`config.mk`:
```
export PLATFORM = sky130hd
export DESIGN_NAME = dsadc_seq
export DESIGN_NICKNAME = d
export VERILOG_FILES = /design/src/hw/dsadc_pkg.sv /design/src/hw/dsadc_seq.sv /design/src/hw/seg_decode.sv
export SDC_FILE = /design/constraint.sdc
export NUM_CORES = 1
export LEC_CHECK = 0
export BUFFER_PORTS_ARGS = -buffer_cell sky130_fd_sc_hd__buf_2
export CORE_ASPECT_RATIO = 1.2
export CORE_MARGIN = 1.5
export CORE_UTILIZATION = 40
export CTS_CLUSTER_DIAMETER = 40
export CTS_CLUSTER_SIZE = 10
export DETAILED_ROUTE_END_ITERATION = 8
export PLACE_DENSITY = 0.61
export SLEW_MARGIN = 20
export SYNTH_ARGS = -nofsm -noshare
export SYNTH_HDL_FRONTEND = slang
export SYNTH_SLANG_ARGS = --single-unit
```
`constraint.sdc`:
```
create_clock -name mclk_in -period 2.1 [get_ports mclk_in]
set_clock_uncertainty 0.05 [all_clocks]
set_input_delay 0.42 -clock mclk_in [delete_from_list [all_inputs] [get_ports mclk_in]]
set_output_delay 0.42 -clock mclk_in [all_outputs]
set_load 0.05 [all_outputs]
```
`src/hw/dsadc_pkg.sv`:
```
// Shared constants, phase encoding and carrier types for the converter sequencer.
package dsadc_pkg;

  localparam int unsigned OSC_DIV        = 4;     // Oscillator clocks per count clock.
  localparam int unsigned INTEG_COUNTS   = 1000;  // Signal accumulate length.
  localparam int unsigned RUNDOWN_MAX    = 2000;  // Longest reference rundown.
  localparam int unsigned NULL_MIN       = 1000;  // Shortest offset-null.
  localparam int unsigned CYCLE_COUNTS   = 4000;  // Whole measurement cycle.
  localparam int unsigned BP_DIV         = 800;   // Oscillator clocks per backplane period.
  localparam int unsigned BP_HALF        = BP_DIV / 2;
  localparam int unsigned FULL_SCALE     = 1999;  // Largest displayable reading.

  localparam logic [6:0]  SEG_ALL_ON     = 7'h7f;
  localparam logic [3:0]  BCD_NINE       = 4'h9;

  // Measurement phases in their fixed order.
  typedef enum logic [1:0] {
    PH_NULL,
    PH_ACCUM,
    PH_RUNDOWN
  } phase_type;

  // Analog switch network controls.
  typedef struct packed {
    logic inputs_short;    // Both inputs shorted to analog common.
    logic ref_charge;      // Reference capacitor charging.
    logic null_loop;       // Offset feedback loop closed.
    logic inputs_connect;  // External inputs connected.
    logic low_to_common;   // Low input tied to analog common.
    logic ref_pos;         // Reference applied with positive polarity.
    logic ref_neg;         // Reference applied with negative polarity.
  } switch_type;

  // Latched reading: sign, thousands flag and three decimal digits.
  typedef struct packed {
    logic       negative;
    logic       thousand;
    logic [3:0] hundreds;
    logic [3:0] tens;
    logic [3:0] units;
  } reading_type;

  // Segment order is {g,f,e,d,c,b,a}.
  typedef struct packed {
    logic       sign_seg;
    logic       thousands_seg;
    logic [6:0] hundreds_seg;
    logic [6:0] tens_seg;
    logic [6:0] units_seg;
  } segments_type;

endpackage

```
`src/hw/dsadc_seq.sv`:
```
// Dual-slope converter sequencer with display latch and segment drive.
`timescale 1ns/100ps
module dsadc_seq
  import dsadc_pkg::*;
#(
  parameter bit LCD_VARIANT = 1'b1  // One for liquid-crystal panel, zero for LED.
)(
  input  wire logic        mclk_in,                 // Oscillator clock, four pulses per tick.
  input  wire logic        reset_in,                // Synchronous reset, active high.
  input  wire logic        comparator_in,           // High while integrator is above zero.
  input  wire logic        reading_freeze_input,    // Hold: high freezes the display.
  input  wire logic        display_check_in,        // High forces all segments on.
  output switch_type       switches_out,            // Analog switch controls.
  output phase_type        phase_out,               // Current measurement phase.
  output logic             reference_rundown_phase, // High during rundown.
  output logic             panel_common_drive,      // Backplane square wave.
  output logic             sign_indicator_output,   // Minus indicator drive.
  output logic             thousands_one_segments,  // Both segments of the leading one.
  output logic      [6:0]  hundreds_seg_out,        // Hundreds digit segments.
  output logic      [6:0]  tens_seg_out,            // Tens digit segments.
  output logic      [6:0]  units_seg_out            // Units digit segments.
);

  //////////////////////////////////////////////////////////////////////////////
  // Count clock prescaler and phase counters.

  // The oscillator source (external, crystal or RC) lives outside; all three
  // arrive here as the single mclk_in, so no mode selection is needed.

  logic [1:0]  presc_r;
  logic [1:0]  presc_nxt;
  logic        tick;
  phase_type   phase_r;
  phase_type   phase_nxt;
  logic [11:0] phase_cnt_r;      // Count clocks spent in the present phase.
  logic [11:0] phase_cnt_nxt;
  logic [11:0] cycle_cnt_r;      // Count clocks spent in the present cycle.
  logic [11:0] cycle_cnt_nxt;
  logic        sign_r;           // Sign captured at end of accumulate.
  logic        sign_nxt;
  logic        zero_cross;
  logic        accum_done;
  logic        rundown_done;
  logic        cycle_done;

  localparam logic [1:0]  PRESC_LAST = 2'(OSC_DIV - 1);
  localparam logic [11:0] ACCUM_LAST = 12'(INTEG_COUNTS - 1);
  localparam logic [11:0] RUN_MAX    = 12'(RUNDOWN_MAX);
  localparam logic [11:0] CYC_LAST   = 12'(CYCLE_COUNTS - 1);
  localparam logic [11:0] NULL_FLOOR = 12'(NULL_MIN);

  // One tick every fourth oscillator clock clocks the decimal counters.
  assign tick      = (presc_r == PRESC_LAST);
  assign presc_nxt = tick ? 2'h0 : presc_r + 2'h1;

  // Integrator returned to zero when comparator differs from captured sign.
  assign zero_cross   = (comparator_in != sign_r);
  assign accum_done   = tick && (phase_r == PH_ACCUM) && (phase_cnt_r == ACCUM_LAST);
  // Rundown stops on zero crossing or at its 2000-count limit.
  assign rundown_done = tick && (phase_r == PH_RUNDOWN) &&
                        (zero_cross || (phase_cnt_r == RUN_MAX - 12'h1));
  // The cycle closes at a fixed 4000 counts, so null takes the remainder.
  assign cycle_done   = tick && (cycle_cnt_r == CYC_LAST);

  // Next-state selection for the three-phase sequence.
  always_comb begin
    phase_nxt     = phase_r;
    phase_cnt_nxt = phase_cnt_r;
    sign_nxt      = sign_r;
    cycle_cnt_nxt = cycle_cnt_r;
    if (tick) begin
      phase_cnt_nxt = phase_cnt_r + 12'h1;
      cycle_cnt_nxt = cycle_done ? 12'h0 : cycle_cnt_r + 12'h1;
      case (phase_r)
        PH_NULL: begin
          if (cycle_done) begin
            phase_nxt     = PH_ACCUM;
            phase_cnt_nxt = 12'h0;
          end
        end
        PH_ACCUM: begin
          if (accum_done) begin
            phase_nxt     = PH_RUNDOWN;
            phase_cnt_nxt = 12'h0;
            sign_nxt      = comparator_in; // Sign sampled at end of accumulate.
          end
        end
        PH_RUNDOWN: begin
          if (rundown_done) begin
            phase_nxt     = PH_NULL;
            phase_cnt_nxt = 12'h0;
          end
        end
        default: begin
          phase_nxt     = PH_NULL;
          phase_cnt_nxt = 12'h0;
        end
      endcase
    end
  end

  // Sequencer state; hold and display check never reach this path.
  always_ff @(posedge mclk_in) begin
    if (reset_in) begin
      presc_r     <= 2'h0;
      phase_r     <= PH_NULL;
      phase_cnt_r <= NULL_FLOOR;
      cycle_cnt_r <= 12'(CYCLE_COUNTS - NULL_MIN);
      sign_r      <= 1'b0;
    end else begin
      presc_r     <= presc_nxt;
      phase_r     <= phase_nxt;
      phase_cnt_r <= phase_cnt_nxt;
      cycle_cnt_r <= cycle_cnt_nxt;
      sign_r      <= sign_nxt;
    end
  end

  //////////////////////////////////////////////////////////////////////////////
  // Analog switch controls.

  switch_type sw_nxt;

  // Switch settings follow the phase that is about to start.
  always_comb begin
    sw_nxt = '0;
    case (phase_nxt)
      PH_NULL: begin
        sw_nxt.inputs_short = 1'b1;
        sw_nxt.ref_charge   = 1'b1;
        sw_nxt.null_loop    = 1'b1;
      end
      PH_ACCUM: begin
        sw_nxt.inputs_connect = 1'b1; // Loop open, short removed.
      end
      PH_RUNDOWN: begin
        sw_nxt.low_to_common = 1'b1;
        sw_nxt.ref_pos       = !sign_nxt; // Oppose the accumulated charge.
        sw_nxt.ref_neg       = sign_nxt;
      end
      default: sw_nxt = '0;
    endcase
  end

  always_ff @(posedge mclk_in) begin
    if (reset_in) begin
      switches_out            <= '0;
      phase_out               <= PH_NULL;
      reference_rundown_phase <= 1'b0;
    end else begin
      switches_out            <= sw_nxt;
      phase_out               <= phase_nxt;
      reference_rundown_phase <= (phase_nxt == PH_RUNDOWN);
    end
  end

  //////////////////////////////////////////////////////////////////////////////
  // Rundown counter in decimal digits and the display latch.

  logic [3:0]  bcd_r [3];
  logic [3:0]  bcd_nxt [3];
  logic        thou_r;
  logic        thou_nxt;
  logic [3:0]  carry;
  reading_type latch_r;
  logic        load_latch;

  // A decade chain counts rundown ticks, so the reading is the count itself.
  assign carry[0] = tick && (phase_r == PH_RUNDOWN);
  genvar gi;
  generate
    for (gi = 0; gi < 3; gi++) begin : g_decade
      assign carry[gi+1]  = carry[gi] && (bcd_r[gi] == BCD_NINE);
      assign bcd_nxt[gi]  = accum_done ? 4'h0 :
                            carry[gi] ? ((bcd_r[gi] == BCD_NINE) ? 4'h0 : bcd_r[gi] + 4'h1) :
                            bcd_r[gi];
      always_ff @(posedge mclk_in) begin
        if (reset_in) begin
          bcd_r[gi] <= 4'h0;
        end else begin
          bcd_r[gi] <= bcd_nxt[gi];
        end
      end
    end
  endgenerate

  // The thousands place only ever shows one, capping the reading at 1999.
  assign thou_nxt = accum_done ? 1'b0 : (thou_r | carry[3]);

  // Load once per cycle at rundown end, skipped while hold is high.
  assign load_latch = rundown_done && !reading_freeze_input;

  always_ff @(posedge mclk_in) begin
    if (reset_in) begin
      thou_r  <= 1'b0;
      latch_r <= '0;
    end else begin
      thou_r <= thou_nxt;
      if (load_latch) begin
        latch_r.negative <= !sign_r; // Negative input drives comparator low.
        latch_r.thousand <= thou_r;
        latch_r.hundreds <= bcd_r[2];
        latch_r.tens     <= bcd_r[1];
        latch_r.units    <= bcd_r[0];
      end
    end
  end

  //////////////////////////////////////////////////////////////////////////////
  // Segment decode, backplane and panel drive.

  segments_type dec;
  segments_type lit;
  logic [8:0]   bp_cnt_r;
  logic         bp_r;
  logic         bp_flip;

  localparam logic [8:0] BP_LAST = 9'(BP_HALF - 1);

  seg_decode u_dec_hundreds (
    .mclk_in  (mclk_in),
    .reset_in (reset_in),
    .digit_in (latch_r.hundreds),
    .seg_out  (dec.hundreds_seg)
  );
  seg_decode u_dec_tens (
    .mclk_in  (mclk_in),
    .reset_in (reset_in),
    .digit_in (latch_r.tens),
    .seg_out  (dec.tens_seg)
  );
  seg_decode u_dec_units (
    .mclk_in  (mclk_in),
    .reset_in (reset_in),
    .digit_in (latch_r.units),
    .seg_out  (dec.units_seg)
  );

  // Thousands is one output covering both segments of a one.
  assign dec.thousands_seg = latch_r.thousand;
  assign dec.sign_seg      = latch_r.negative;

  // Display check overrides only the lit pattern, showing minus and 1888.
  assign lit = display_check_in ? '1 : dec;

  // Backplane toggles every 400 oscillator clocks: a period of 800.
  assign bp_flip = (bp_cnt_r == BP_LAST);

  always_ff @(posedge mclk_in) begin
    if (reset_in) begin
      bp_cnt_r <= 9'h0;
      bp_r     <= 1'b0;
    end else begin
      bp_cnt_r <= bp_flip ? 9'h0 : bp_cnt_r + 9'h1;
      bp_r     <= bp_flip ? !bp_r : bp_r;
    end
  end

  // LCD: segment equals backplane when off, inverse when lit.
  // LED: no backplane; segment output high means sink current.
  segments_type drive;
  assign drive = LCD_VARIANT ? (lit ^ {$bits(segments_type){bp_r}}) : lit;

  always_ff @(posedge mclk_in) begin
    if (reset_in) begin
      panel_common_drive     <= 1'b0;
      sign_indicator_output  <= 1'b0;
      thousands_one_segments <= 1'b0;
      hundreds_seg_out       <= 7'h00;
      tens_seg_out           <= 7'h00;
      units_seg_out          <= 7'h00;
    end else begin
      panel_common_drive     <= LCD_VARIANT ? bp_r : 1'b0;
      sign_indicator_output  <= drive.sign_seg;
      thousands_one_segments <= drive.thousands_seg;
      hundreds_seg_out       <= drive.hundreds_seg;
      tens_seg_out           <= drive.tens_seg;
      units_seg_out          <= drive.units_seg;
    end
  end

endmodule

```
`src/hw/seg_decode.sv`:
```
// Registered BCD to seven-segment decoder for one digit.
`timescale 1ns/100ps
module seg_decode
  import dsadc_pkg::*;
(
  input  wire logic       mclk_in,     // System clock.
  input  wire logic       reset_in,    // Synchronous reset, active high.
  input  wire logic [3:0] digit_in,    // Decimal digit 0 to 9.
  output logic      [6:0] seg_out      // Pattern {g,f,e,d,c,b,a}, high is lit.
);

  logic [6:0] pattern;

  // Conventional patterns; codes above nine blank the digit.
  always_comb begin
    case (digit_in)
      4'h0:    pattern = 7'h3f;
      4'h1:    pattern = 7'h06;
      4'h2:    pattern = 7'h5b;
      4'h3:    pattern = 7'h4f;
      4'h4:    pattern = 7'h66;
      4'h5:    pattern = 7'h6d;
      4'h6:    pattern = 7'h7d;
      4'h7:    pattern = 7'h07;
      4'h8:    pattern = 7'h7f;
      4'h9:    pattern = 7'h6f;
      default: pattern = 7'h00;
    endcase
  end

  // Registered, so the looked-up pattern reaches seg_out one clock after digit_in.
  always_ff @(posedge mclk_in) begin
    if (reset_in) begin
      seg_out <= 7'h00;
    end else begin
      seg_out <= pattern;
    end
  end

endmodule

```
==> flow_summary.json <==
{
  "relSlewSlack_pct": 66.2,
  "clockBufferDepth": 2,
  "cap_violations": 0,
  "ff_latch_area_um2": 2320,
  "detail_route.vias_per_cell": 4.89,
  "ios": 39,
  "worst_hold_path_type": "in -> reg",
  "die_h_um": 127,
  "startpoint_type": "flop",
  "final_common_cell": "nor2_1",
  "antenna_found_initial": 0,
  "setup_viol": 0,
  "worst_pin_slew_ps": 502,
  "irDropWorstVdd_v": 0.000472,
  "placementRows": 45,
  "globalRouteOverflowTotal": 0,
  "end_kind": "flop",
  "slew_violations": 0,
  "clk_latency_ps": 410,
  "avgSynthCellArea_um2": 8.74,
  "rsz0062_at_grt": "no",
  "syn-num-nets": 610,
  "grt_pass1_vias": 3816,
  "synthSimpleGateAreaFrac_pct": 22.8,
  "critPathArrivalTime_ps": 2200,
  "synthCells": 583,
  "clock-root-buffer": "clkbuf_16",
  "port_buffers": 38,
  "synthMuxAreaShare_pct": 2.95,
  "vias": 3962,
  "ys_types": 57,
  "multi_input_area_um2": 2560,
  "cts_hold_buf": 0,
  "synth_edf_count": 0,
  "wirelength_um": 9490,
  "routedWlPerCell_um": 11.7,
  "post_dp_cell_area_um2": 5510,
  "powerDensity_nw_per_um2": 901,
  "layout.nets": 660,
  "drt_iter0_drc": 159,
  "final_util_pct": 48.8,
  "cp.required_ps": 2330,
  "start_util_pct": 40.6,
  "track_usage_pct": 15.0,
  "antenna_cells": 0,
  "synth_compound_area_share_pct": 11.3,
  "hpwl_um": 6810,
  "syn-cell-area_um2": 5090,
  "cts_buffers": 17,
  "min_period_ps": 1980,
  "cts_tree": "yes",
  "synth_seq_cells": 116,
  "finalWeightedCongestion": 0.856,
  "period_share_pct": 94.1,
  "hold_viol": 0,
  "dieArea_um2": 13400,
  "cts_resized": 0,
  "tns_ps": 0,
  "cp_max_fo": 5,
  "synth_xor_area_share_pct": 7.74,
  "critPathKind": "reg -> reg",
  "leakagePower_nw": 2.73,
  "yosys_warnings": 0,
  "grt_first_pass_wirelength_um": 16300,
  "async_reset_ff_share_pct": 0,
  "mostFrequentLayoutCells": "nor2_1 (124), dfxtp_1 (116), a21oi_1 (41)",
  "synth_top_family_by_area": "simple AND/OR/NAND/NOR gates",
  "die_w_um": 106,
  "core-area_um2": 12600,
  "drive_gt1_share_pct": 15.8,
  "ys_seq_area_share_pct": 45.6,
  "drt_first_pass_iters": 4,
  "area_delta_synth_final_pct": 20.4,
  "cts.clk_slew.worst_paths_ps": 60,
  "final_area_um2": 6130,
  "n_fill_cell": 1128,
  "synth-adder-area-share_pct": 5.40,
  "fmaxAchievable_ghz": 0.506,
  "outcome": "complete, no violations",
  "grt_start_max_net_pins": 43,
  "drcViolationCount": 0,
  "ant_nets": 0,
  "clkSinkCount": 116,
  "cts_htree_levels": 4,
  "hold_slack_ps": 282,
  "synthFlopType": "dfxtp_1",
  "post_cts_buffers": 0
}
kinds of logic after synthesis:
kind of cell               count (synthesis)
AOI/OAI and AO/OA                         93
adders and majority gates                 22
buffers and inverters                     46
DFF                                      116
muxes                                     15
and+or+nand+nor                          246
xor gates and xnor gates                  45
where the power goes:
part / internal (mW) / switching, mW / total [mW] / leakage (nW)
clock network: 1.91 / 1.03 / 2.94 / 0.293
logic: 0.0825 / 0.222 / 0.305 / 1.49
registers: 2.27 / 0.0194 / 2.28 / 0.951
total: 4.26 / 1.27 / 5.53 / 2.73
worst max-delay path, stage by stage (launching register included):
cell and delay, ps:
dfxtp_1 360, ha_1 180, nor3b_4 280, and4_1 340, nor2_2 60, buf_4 150, o21ai_0 270, o221ai_1 150
final cells by class:
type,count,share of cell area (%)
clock inverters,14,2.92
repair buffers,59,5.88
multi-input cells,421,41.7
clock buffers,18,7.16
well taps,164,3.35
flip-flops and latches,116,37.9
inverters,18,1.10
path summary, 6_finish.rpt:
path                               start                          end  slack [ps]  depth (start not counted)
max reg2reg  phase_cnt_r[1]$_SDFFE_PP0N_  phase_cnt_r[6]$_SDFFE_PP1N_         120                          7
min                        comparator_in            sign_r$_SDFF_PP0_         280                          3
max          phase_cnt_r[1]$_SDFFE_PP0N_  phase_cnt_r[6]$_SDFFE_PP1N_         120                          7
min reg2reg        presc_r[0]$_SDFF_PP0_        presc_r[0]$_SDFF_PP0_         380                          1
registers in the layout, summed over array words and instances (netlist names), 5 cells and up:
register	flops
hundreds_seg_out	7
bcd_r	12
u_dec_units.seg_out	7
switches_out	5
bp_cnt_r	9
phase_cnt_r	12
u_dec_tens.seg_out	7
latch_r	12
u_dec_hundreds.seg_out	7
cycle_cnt_r	12
units_seg_out	7
tens_seg_out	7
synthesized netlist by cell type, types with 3 or more instances:
cell / count / area (um^2)
nor3_1: 18 / 90.1
o211ai_1: 5 / 37.5
inv_1: 18 / 67.6
nand2b_1: 6 / 37.5
xor2_1: 36 / 315
nand3_1: 10 / 50.1
ha_1: 22 / 275
nand2_1: 37 / 139
a21oi_1: 41 / 205
buf_2: 3 / 15.0
nor2_1: 125 / 469
a31oi_1: 3 / 18.8
buf_4: 3 / 22.5
nor2b_1: 11 / 68.8
o221ai_1: 3 / 26.3
nor3b_1: 5 / 37.5
mux2i_1: 15 / 150
xnor2_1: 9 / 78.8
o21ai_0: 20 / 100
o21bai_1: 3 / 22.5
and3_1: 5 / 31.3
clkbuf_1: 19 / 71.3
nand4_1: 5 / 31.3
dfxtp_1: 116 / 2320
layer usage:
metal | routed length [um] | vias to the layer above | part of all wire [%] | track usage [%]
met5 | 0 | - | 0 | 0
met4 | 136 | 0 | 1.4 | 6.76
met3 | 314 | 14 | 3.3 | 4.21
met2 | 4830 | 70 | 51 | 27.4
met1 | 4210 | 1816 | 44 | 16.0
li1 | - | 2062 | - | -
stage by stage:
| step | setup WS [ps] | std cells | power [mW] |
|---|---|---|---|
| floorplan | 77.3 | 583 | 2.57 |
| global placement | 174 | 778 | 2.63 |
| detailed placement | 135 | 778 | 2.64 |
| CTS | 112 | 810 | 5.60 |
| global route | 27.4 | 810 | 5.73 |
| finish | 124 | 810 | 5.53 |
No activity file was read; power rests on OpenSTA's default activity.
